===== src/dram_host_pkg.sv =====
// Package for the page-mode DRAM host controller: geometry, timing and states.
// Assumes a 100 MHz core clock; the delay, pause and refresh counts are derived from times in ns, us and ms.
package dram_host_pkg;
  localparam int CLK_PERIOD_NS = 10;
  localparam int ROW_W = 9;
  localparam int COL_W = 9;
  localparam int ADDR_W = 9;
  localparam int DATA_W = 16;
  // Minimum strobe and delay times in ns, rounded up to cycles below.
  localparam int ROW_ACTIVE_NS = 60;
  localparam int ROW_PRECHARGE_NS = 40;
  localparam int COL_PULSE_NS = 15;
  localparam int OUT_OFF_DATA_NS = 10;
  localparam int ACCESS_NS = 60;
  localparam int ROW_ACTIVE_CYC = (ROW_ACTIVE_NS + CLK_PERIOD_NS - 1) / CLK_PERIOD_NS;
  localparam int ROW_PRECHARGE_CYC = (ROW_PRECHARGE_NS + CLK_PERIOD_NS - 1) / CLK_PERIOD_NS;
  localparam int COL_PULSE_CYC = (COL_PULSE_NS + CLK_PERIOD_NS - 1) / CLK_PERIOD_NS;
  localparam int OUT_OFF_DATA_CYC = (OUT_OFF_DATA_NS + CLK_PERIOD_NS - 1) / CLK_PERIOD_NS;
  localparam int ACCESS_CYC = (ACCESS_NS + CLK_PERIOD_NS - 1) / CLK_PERIOD_NS;
  // Power-up pause and refresh budget.
  localparam int POWER_UP_US = 200;
  localparam int POWER_UP_CYC = POWER_UP_US * 1000 / CLK_PERIOD_NS;
  localparam int REFRESH_MS = 8;
  localparam int REFRESH_CYCLES = 256;
  localparam int REFRESH_CYC = REFRESH_MS * 1000000 / CLK_PERIOD_NS / REFRESH_CYCLES;
  localparam int INIT_CYCLES = 8;
  localparam int TIMER_W = 16;
  localparam int STEP_W = 4;
  typedef enum logic [7:0] {
    ST_POWER = 8'h01,
    ST_IDLE = 8'h02,
    ST_ROW = 8'h04,
    ST_COL = 8'h08,
    ST_HOLD = 8'h10,
    ST_PRECH = 8'h20,
    ST_CBR_COL = 8'h40,
    ST_CBR_ROW = 8'h80
  } state_e;
endpackage


===== src/dram_host_ctrl.sv =====
// Host controller that drives an asynchronous page-mode DRAM through its pins.
// Assumes the DRAM shares the board with this clock; data pins are resynchronised.
`timescale 1ns/1ps
module dram_host_ctrl #(
  parameter int POWER_UP_COUNT = dram_host_pkg::POWER_UP_CYC
) (
  input wire logic core_clk_in,
  input wire logic rst_b_in,
  input wire logic req_valid_in,
  input wire logic req_write_in,
  input wire logic [dram_host_pkg::ROW_W-1:0] req_row_in,
  input wire logic [dram_host_pkg::COL_W-1:0] req_col_in,
  input wire logic [1:0] req_byte_en_in,
  input wire logic [dram_host_pkg::DATA_W-1:0] req_wdata_in,
  output logic req_ready_out,
  output logic rd_valid_out,
  output logic [dram_host_pkg::DATA_W-1:0] rd_data_out,
  output logic init_done_out,
  output logic row_strobe_n_out,
  output logic upper_byte_strobe_n_out,
  output logic lower_byte_strobe_n_out,
  output logic write_enable_n_out,
  output logic output_enable_n_out,
  output logic [dram_host_pkg::ADDR_W-1:0] address_inputs_out,
  input wire logic [dram_host_pkg::DATA_W-1:0] data_in,
  output logic [dram_host_pkg::DATA_W-1:0] data_out,
  output logic data_oe_out
);
  dram_host_pkg::state_e state, next_state;
  logic [dram_host_pkg::TIMER_W-1:0] wait_cnt;
  logic [dram_host_pkg::TIMER_W-1:0] power_cnt;
  logic [dram_host_pkg::TIMER_W-1:0] refresh_cnt;
  logic [dram_host_pkg::STEP_W-1:0] init_cnt;
  logic [dram_host_pkg::ROW_W-1:0] open_row;
  logic row_open;
  logic refresh_pending;
  logic cur_write;
  logic [1:0] cur_be;
  logic [dram_host_pkg::COL_W-1:0] cur_col;
  logic [dram_host_pkg::DATA_W-1:0] data_meta, data_sync;

  // Data pins come from outside the clock domain and pass two flops.
  always_ff @(posedge core_clk_in or negedge rst_b_in) begin
    if (!rst_b_in) begin
      data_meta <= '0;
      data_sync <= '0;
    end else begin
      data_meta <= data_in;
      data_sync <= data_meta;
    end
  end

  // Decoding of the request against the open page and the timers.
  wire power_done = (power_cnt == '0);
  wire wait_done = (wait_cnt == '0);
  wire init_done = (init_cnt == dram_host_pkg::STEP_W'(dram_host_pkg::INIT_CYCLES));
  wire page_hit = row_open && (open_row == req_row_in);
  wire take_req = (state == dram_host_pkg::ST_IDLE || state == dram_host_pkg::ST_HOLD)
                  && req_valid_in && !refresh_pending && init_done;
  wire refresh_due = (refresh_cnt == '0);
  // A page hit is taken only once the row-active timer of the open page has run out.
  assign req_ready_out = take_req && (state == dram_host_pkg::ST_IDLE || (page_hit && wait_done));
  assign init_done_out = init_done;

  // Next-state logic; refresh wins over new accesses and closes an open page.
  always_comb begin
    next_state = state;
    case (state)
      dram_host_pkg::ST_POWER: begin
        if (power_done) next_state = dram_host_pkg::ST_CBR_COL;
      end
      dram_host_pkg::ST_IDLE: begin
        if (refresh_pending || !init_done) next_state = dram_host_pkg::ST_CBR_COL;
        else if (req_valid_in) next_state = dram_host_pkg::ST_ROW;
      end
      dram_host_pkg::ST_ROW: begin
        if (wait_done) next_state = dram_host_pkg::ST_COL;
      end
      dram_host_pkg::ST_COL: begin
        if (wait_done) next_state = dram_host_pkg::ST_HOLD;
      end
      dram_host_pkg::ST_HOLD: begin
        if (!wait_done) next_state = dram_host_pkg::ST_HOLD;
        else if (req_ready_out) next_state = dram_host_pkg::ST_ROW;
        else if (refresh_pending || req_valid_in) next_state = dram_host_pkg::ST_PRECH;
      end
      dram_host_pkg::ST_PRECH: begin
        if (wait_done) next_state = dram_host_pkg::ST_IDLE;
      end
      dram_host_pkg::ST_CBR_COL: begin
        if (wait_done) next_state = dram_host_pkg::ST_CBR_ROW;
      end
      dram_host_pkg::ST_CBR_ROW: begin
        if (wait_done) next_state = dram_host_pkg::ST_PRECH;
      end
      default: next_state = dram_host_pkg::ST_IDLE;
    endcase
  end

  // Delay loaded on each state entry.
  wire [dram_host_pkg::TIMER_W-1:0] entry_wait =
    (next_state == dram_host_pkg::ST_ROW) ? dram_host_pkg::TIMER_W'(dram_host_pkg::OUT_OFF_DATA_CYC) :
    (next_state == dram_host_pkg::ST_COL) ? dram_host_pkg::TIMER_W'(dram_host_pkg::ACCESS_CYC) :
    (next_state == dram_host_pkg::ST_HOLD) ? dram_host_pkg::TIMER_W'(dram_host_pkg::ROW_ACTIVE_CYC) :
    (next_state == dram_host_pkg::ST_PRECH) ? dram_host_pkg::TIMER_W'(dram_host_pkg::ROW_PRECHARGE_CYC) :
    (next_state == dram_host_pkg::ST_CBR_COL) ? dram_host_pkg::TIMER_W'(dram_host_pkg::COL_PULSE_CYC) :
    dram_host_pkg::TIMER_W'(dram_host_pkg::ROW_ACTIVE_CYC);

  // State register and wait counter.
  always_ff @(posedge core_clk_in or negedge rst_b_in) begin
    if (!rst_b_in) begin
      state <= dram_host_pkg::ST_POWER;
      wait_cnt <= '0;
    end else begin
      state <= next_state;
      if (next_state != state || (state == dram_host_pkg::ST_HOLD && req_ready_out))
        wait_cnt <= entry_wait;
      else if (!wait_done)
        wait_cnt <= wait_cnt - 1'b1;
    end
  end

  // Power-up pause, init cycle count and refresh interval timer.
  always_ff @(posedge core_clk_in or negedge rst_b_in) begin
    if (!rst_b_in) begin
      power_cnt <= dram_host_pkg::TIMER_W'(POWER_UP_COUNT);
      init_cnt <= '0;
      refresh_cnt <= dram_host_pkg::TIMER_W'(dram_host_pkg::REFRESH_CYC - 1);
      refresh_pending <= 1'b0;
    end else begin
      if (!power_done) power_cnt <= power_cnt - 1'b1;
      if (state == dram_host_pkg::ST_CBR_ROW && next_state == dram_host_pkg::ST_PRECH && !init_done)
        init_cnt <= init_cnt + 1'b1;
      // Reload one short so that the period is exactly the refresh interval.
      refresh_cnt <= refresh_due ? dram_host_pkg::TIMER_W'(dram_host_pkg::REFRESH_CYC - 1)
                                 : refresh_cnt - 1'b1;
      if (refresh_due) refresh_pending <= 1'b1;
      else if (state == dram_host_pkg::ST_CBR_ROW) refresh_pending <= 1'b0;
    end
  end

  // Pin drivers; strobes high from reset so power-up starts no cycle.
  always_ff @(posedge core_clk_in or negedge rst_b_in) begin
    if (!rst_b_in) begin
      row_strobe_n_out <= 1'b1;
      upper_byte_strobe_n_out <= 1'b1;
      lower_byte_strobe_n_out <= 1'b1;
      write_enable_n_out <= 1'b1;
      output_enable_n_out <= 1'b1;
      address_inputs_out <= '0;
      data_out <= '0;
      data_oe_out <= 1'b0;
      open_row <= '0;
      row_open <= 1'b0;
      cur_write <= 1'b0;
      cur_be <= 2'h0;
      cur_col <= '0;
      rd_valid_out <= 1'b0;
      rd_data_out <= '0;
    end else begin
      rd_valid_out <= 1'b0;
      if (take_req && (next_state == dram_host_pkg::ST_ROW || next_state == dram_host_pkg::ST_COL)) begin
        cur_write <= req_write_in;
        cur_be <= req_byte_en_in;
        cur_col <= req_col_in;
        address_inputs_out <= (state == dram_host_pkg::ST_IDLE) ? req_row_in : req_col_in;
        open_row <= req_row_in;
        data_out <= req_wdata_in;
        data_oe_out <= req_write_in;
        // Early write: enable low before column strobe; reads keep it high.
        write_enable_n_out <= !req_write_in;
        output_enable_n_out <= 1'b1;
      end
      case (next_state)
        dram_host_pkg::ST_ROW: begin
          row_strobe_n_out <= 1'b0;
          row_open <= 1'b1;
          // Column address settles a cycle ahead of the byte strobes.
          if (state == dram_host_pkg::ST_ROW) address_inputs_out <= cur_col;
        end
        dram_host_pkg::ST_COL: begin
          // Every column access, first or in page, comes through the row step.
          if (state == dram_host_pkg::ST_ROW) begin
            upper_byte_strobe_n_out <= !cur_be[1];
            lower_byte_strobe_n_out <= !cur_be[0];
          end
          output_enable_n_out <= cur_write;
        end
        dram_host_pkg::ST_HOLD: begin
          if (state == dram_host_pkg::ST_COL) begin
            upper_byte_strobe_n_out <= 1'b1;
            lower_byte_strobe_n_out <= 1'b1;
            output_enable_n_out <= 1'b1;
            write_enable_n_out <= 1'b1;
            data_oe_out <= 1'b0;
            rd_valid_out <= !cur_write;
            rd_data_out <= data_sync;
          end
        end
        dram_host_pkg::ST_PRECH: begin
          row_strobe_n_out <= 1'b1;
          upper_byte_strobe_n_out <= 1'b1;
          lower_byte_strobe_n_out <= 1'b1;
          row_open <= 1'b0;
        end
        dram_host_pkg::ST_CBR_COL: begin
          // Refresh: no data, pins released, address ignored by the device.
          upper_byte_strobe_n_out <= 1'b0;
          lower_byte_strobe_n_out <= 1'b0;
          write_enable_n_out <= 1'b1;
          output_enable_n_out <= 1'b1;
          data_oe_out <= 1'b0;
        end
        dram_host_pkg::ST_CBR_ROW: row_strobe_n_out <= 1'b0;
        default: row_strobe_n_out <= row_strobe_n_out;
      endcase
    end
  end
endmodule // dram_host_ctrl


===== config.mk =====
export PLATFORM = sky130hd
export DESIGN_NAME = dram_host_ctrl
export DESIGN_NICKNAME = d
export VERILOG_FILES = /design/src/dram_host_pkg.sv /design/src/dram_host_ctrl.sv
export SDC_FILE = /design/constraint.sdc
export NUM_CORES = 1
export LEC_CHECK = 0
export ABC_AREA = 1
export BUFFER_PORTS_ARGS = -buffer_cell sky130_fd_sc_hd__buf_2
export CAP_MARGIN = 30
export CORE_UTILIZATION = 60
export CTS_CLUSTER_DIAMETER = 30
export DETAILED_ROUTE_END_ITERATION = 8
export MAX_ROUTING_LAYER = met4
export PLACE_DENSITY = 0.83
export SLEW_MARGIN = 15
export SYNTH_ARGS = -nofsm -noshare
export SYNTH_HDL_FRONTEND = slang
export SYNTH_SLANG_ARGS = --single-unit

===== constraint.sdc =====
create_clock -name core_clk_in -period 5.7 [get_ports core_clk_in]
set_input_delay 0 -clock core_clk_in [delete_from_list [all_inputs] [get_ports core_clk_in]]
set_output_delay 0 -clock core_clk_in [all_outputs]
set_load 0.005 [all_outputs]

* Word-level counts from Yosys, hierarchy flattened
Index checks and enable logic that the tools add are counted.
** Storage, ports and cells
- Flip-flop bits (word level) :: 163
- Input bits :: 56
- Logic and storage cells :: 123
** Operators by class
- Add/sub/neg operators :: 4
- Equal/unequal tests :: 20
- Mux-type cells :: 44
- Reduce and logical (&&, ||, !) cells :: 32
** Operators by type and width (count)
- two-way mux 8 bit :: 11
- case mux 8 bit (8 select lines) :: 1
- logical NOT 16 bit :: 3
- two-way mux 16 bit :: 3
- subtractor 16 x 1 -> 16 bit, second input constant :: 3
- two-way mux 9 bit :: 4
- == test 8 x 3 -> 1 bit, second input constant :: 2
- == test 8 x 4 -> 1 bit, second input constant :: 2
- == test 8 x 5 -> 1 bit, second input constant :: 2
- == test 8 x 6 -> 1 bit, second input constant :: 2
- == test 8 x 7 -> 1 bit, second input constant :: 2
- == test 8 bit, second input constant :: 2
- two-way mux 3 bit :: 5
- two-way mux 1 bit :: 13
- logical AND 1 bit :: 10
- == test 9 bit :: 1
- == test 8 x 1 -> 1 bit, second input constant :: 1
- == test 8 x 2 -> 1 bit, second input constant :: 1
- inequality test 8 bit :: 1
- case mux 1 bit (2 select lines) :: 4
- case mux 1 bit (4 select lines) :: 2
- logical NOT 1 bit :: 6
- logical OR 1 bit :: 6
- inequality test 2 x 1 -> 1 bit, second input constant :: 3
- 8 further kinds :: 10

* Logic depth before layout (Yosys ltp)
- Word-level depth :: 16
- Depth in mapped cells :: 18
- Gate-level depth less buffers :: 18

* Worst setup path before layout
No wires, ideal clock.
- Path kind :: register to register
- Start :: register wait_cnt[0] in the netlist's numbering
- End :: register wait_cnt[12] in the netlist's numbering
- Setup time :: 0.087 ns
- Arrival time :: 2.016 ns
- Required time :: 5.613 ns
- Path slack :: 3.598 ns
- Stages on the path, launching flop included :: 18
- Clock period less this slack :: 2.102 ns
- Cells stage by stage :: dfrtp_1 -> inv_1 -> ha_1 -> nand2_2 -> nor2_4 -> nand2_2 -> nor2_4 -> nand3_2 -> nand2_2 -> nand2_4 -> nand2_1 -> nand3_1 -> nand2_1 -> nand3_1 -> inv_2 -> nand2_4 -> buf_6 -> a211oi_2
** On the way
- Longest elaborated chain between the ends :: 10
- Elaborated cells on any way between the ends :: 19
** RTL lines
- from (decl) :: line dram_host_ctrl.sv:30 : logic [dram_host_pkg::TIMER_W-1:0] wait_cnt;
- from (signal assigned) :: line dram_host_ctrl.sv:117 : wait_cnt <= entry_wait;
- from (signal assigned) :: line dram_host_ctrl.sv:119 : wait_cnt <= wait_cnt - 1'b1;
- logical NOT 16 bit :: line dram_host_ctrl.sv:55 : wire wait_done = (wait_cnt == '0);
- logical AND 1 bit :: line dram_host_ctrl.sv:62 : assign req_ready_out = take_req && (state == dram_host_pkg::ST_IDLE || (page_hit && wait_done));
- logical OR 1 bit :: line dram_host_ctrl.sv:62
- logical AND 1 bit :: line dram_host_ctrl.sv:62
- two-way mux 8 bit :: line dram_host_ctrl.sv:84 : else if (req_ready_out) next_state = dram_host_pkg::ST_ROW;
- two-way mux 8 bit :: line dram_host_ctrl.sv:83 : if (!wait_done) next_state = dram_host_pkg::ST_HOLD;
- case mux 8 bit (8 select lines) :: line dram_host_ctrl.sv:68 : case (state)
- inequality test 8 bit :: line dram_host_ctrl.sv:116 : if (next_state != state || (state == dram_host_pkg::ST_HOLD && req_ready_out))
- logical OR 1 bit :: line dram_host_ctrl.sv:116
- inequality test 2 x 1 -> 1 bit (no source line) / two-way mux 16 bit (equally long branches)
Parallel ways exist; a longest one is shown, timed or not. The select of a mux whose other input is x is not followed.
A chain may end at the register's enable or synchronous reset.

* Worst setup path after layout
- Start :: register state[6]
- End :: output req_ready_out
** On the way
- Longest elaborated chain between the ends :: 6
- Elaborated cells on any way between the ends :: 8
** RTL lines
- from (decl) :: line dram_host_ctrl.sv:29 : dram_host_pkg::state_e state, next_state;
- from (signal assigned) :: line dram_host_ctrl.sv:112 : state <= dram_host_pkg::ST_POWER;
- from (signal assigned) :: line dram_host_ctrl.sv:115 : state <= next_state;
- == test 8 x 2 -> 1 bit / == test 8 x 5 -> 1 bit (equally long branches) :: line dram_host_ctrl.sv:58, dram_host_ctrl.sv:62
- logical OR 1 bit :: line dram_host_ctrl.sv:58 : wire take_req = (state == dram_host_pkg::ST_IDLE || state == dram_host_pkg::ST_HOLD)
- logical AND 1 bit (3 in series) :: line dram_host_ctrl.sv:59 : && req_valid_in && !refresh_pending && init_done;
- logical AND 1 bit * :: line dram_host_ctrl.sv:62
- to (decl) :: line dram_host_ctrl.sv:15 : output logic req_ready_out,
Mark *: on every way between the ends. The rest lies on a longest branch, timed or not.

==> impl_metrics.yaml <==
outcome:
  status: "complete, but fails checks"
  failed_checks: "DRC"
route:
  drtPass1Iterations: 8
  via_count: 6276
  ant_nets: 0
  wl_met3_um: 953
  wl_met2_um: 9140
  wirelength_um: 17900
  highest_layer: "met4"
  viasPerCell: 5.47
  drc: 2
  drt_iter0_markers: 524
  wl_per_cell_um: 15.6
  wl_met1_um: 7340
synthesis:
  yosys_most_used_dff: "dfrtp_1"
  syn-instance-count: 829
  ys_ff_latch: 163
  syn_nets: 891
  yosysTopAreaCell: "dfrtp_1"
  yosys_warnings: 0
  synth_seq_area_share_pct: 56.2
  syn_area_per_cell_sq_um: 8.80
  synth_top_area_share_pct: 50.4
  yosysUniqueCellTypes: 43
  synthArstFlopShare_pct: 100
  synth_edf_count: 0
  synth_area_sq_mm: 0.00730
  synth_area_leaders: "dfrtp_1 50%, nand2_1 12%, dfstp_2 5.8%"
sta:
  period_needed_ps: 3160
  rsz0062_at_grt: "no"
  worst_clock_skew_ps: 10.8
  final_max_slew_viol_count: 0
  max_slew_margin_pct: 42.6
  tightest_slew_ps: 862
  final-hold-violation-count: 0
  setup_tns_ps: 0
  min_period_over_period_pct: 55.4
  setup_violations: 0
  setup_slack_ps: 2540
  max_freq_mhz: 316
flow_run:
  drv_cap: 0
cts:
  hold_buffers: 54
  clock_latency_ps: 440
  post_cts.repair.setup_buffers: 0
  cts_tree: "built"
  cts_resized: 0
  cts_buffers: 17
  cts_buffer_depth: 2
  cts_sinks: 163
  path_clk_slew_ps: 60
  htreeDepth: 4
  cts-root-buf: "clkbuf_16"
finish:
  num-fill-cells: 704
  utilization_pct: 78.8
  diodes: 0
  area_growth_pct: 25.5
  fin_cells: 1147
  final_cell_mix: "239 x nand2_1, 147 x dfrtp_1, 104 x buf_2"
  nNetsFinal: 1053
  layout_commonest_cell: "nand2_1"
  drive_above_1_share_pct: 20.4
global_route:
  grt_pass1_wl_um: 30300
  gr-total-overflow: 0
  grt_max_degree: 97
  grt_usage_pct: 32.3
  antenna_found_initial: 0
  grt_pass1_vias: 6461
power:
  switching_power_uw: 528
  pwr-share-clk_pct: 50.4
  seq_power_share_pct: 46.3
  power_frac_comb_pct: 3.3
  p_leak_uw: 0.00485
  vdd_drop_max_v: 0.000261
  p_int_uw: 2010
  power_density_mw_per_mm2: 277
  p_sw_share_pct: 20.8
critical_path:
  rrSetupSlack_ps: 2700
  critPathMaxFanout: 63
  critical_path.top_delay_family: "buffers and inverters"
  crit_arrival_ps: 3160
  start_kind: "flip-flop"
  path_buf_inv: 4
  crit_type: "flip-flop to output pin"
  slowest_stage: "inv_1"
  crit_path_cell_trace: "nor2_2 > nand2_2 > nor2_4 > inv_2 > a21oi_2 > nand2_4 > inv_1 > buf_16 > buf_2"
  critPathMaxStageDelay_ps: 580
  cp-end-kind: "output pin"
  required_ps: 5700
placed_design:
  place_inst: 1061
  post-place-ws_ps: 2740
  hpwl_um: 10600
  place.gp.congestion: 0.843
  io_buffers: 105
floorplan:
  fp.dieW_um: 112
  start_util_pct: 62.8
  fp.coreArea_sq_mm: 0.0116
  die_h_um: 112
  dieArea_sq_mm: 0.0126
  io_pins: 106
  placementRows: 39
min_path:
  hp-class: "input port to flip-flop"
-- final cells by class --
class	count	area [sq um]	area share (%)
multi-input cells	554	2750	30.1
flip-flops and latches	163	4100	44.8
clock inverters	14	225	2.46
clock buffers	18	439	4.80
well taps	143	179	1.95
inverters	94	353	3.85
repair buffers	161	1110	12.1
-- registers in the layout, indices dropped and copies added (netlist names) --
signal,cells
data_meta,16
data_out,16
data_sync,16
power_cnt,16
rd_data_out,16
refresh_cnt,16
wait_cnt,16
address_inputs_out,9
cur_col,9
open_row,9
state,8
init_cnt,4
cur_be,2
cur_write,1
data_oe_out,1
lower_byte_strobe_n_out,1
output_enable_n_out,1
rd_valid_out,1
refresh_pending,1
row_open,1
row_strobe_n_out,1
upper_byte_strobe_n_out,1
write_enable_n_out,1
-- power by group through the flow --
stage          Sequential [uW]  Clock (uW)  Combinational [uW]
3_5_place_dp              1190           0                53.3
2_1_floorplan             1190           0                6.21
3_3_place_gp              1190           0                52.3
5_1_grt                   1170        1340                93.0
4_1_cts                   1170        1280                82.0
6_report                  1170        1280                84.7
-- path summary, 6_finish.rpt --
kind,start,cells after the start,endpoint
hold reg to reg,data_meta[11],0,data_sync[11]
min in group asynchronous,rst_b_in,2,data_sync[0]
setup reg to reg,wait_cnt[0],15,wait_cnt[1]
setup / recovery,state[6],9,req_ready_out
hold / removal,data_in[0],2,data_meta[0]
max in group asynchronous,rst_b_in,3,address_inputs_out[8]
-- worst reg2reg max path, cell delays in order, from the launching register on --
cell and delay, ps:
dfrtp_1 340, inv_1 70, ha_1 230, nand2_2 120, nor2_4 60, nand2_2 100, nor2_4 80, nand2_2 320
clkinv_1 580, o21ai_0 350, nand3_1 160, inv_2 120, nand2_4 130, nor2_2 150, nand2_1 70, nand2_1 70
-- kinds of logic after synthesis --
logic type | share of synthesized area, %
and+or+nand+nor | 26.5
DFF | 56.2
buffers and inverters | 6.10
AOI/OAI and AO/OA | 6.26
xor gates and xnor gates | 3.96
adders and majority gates | 1.03
-- synth_stat cells (10+ instances only) --
cell type	number
dfrtp_1	147
nand3_1	31
xnor2_1	14
nor2_1	101
o21ai_0	34
xor2_1	19
o211ai_1	11
inv_1	86
nand2_1	239
dfstp_2	16
a21oi_1	10
nor2_2	13
-- per-stage QoR --
step | total power [uW] | cell area [sq um] | hold slack [ps]
6_report | 2530 | 9160 | 212
5_1_grt | 2610 | 9160 | 197
4_1_cts | 2540 | 9160 | 144
3_5_place_dp | 1250 | 7950 | 109
3_3_place_gp | 1240 | 7920 | 108
2_1_floorplan | 1200 | 7300 | -296
-- layer usage --
metal,track usage (%),up-vias
met5,-,-
met4,14.0,0
met3,7.61,52
met2,52.0,248
met1,39.2,3050
li1,-,2926
(Power assumes the default switching activity.)
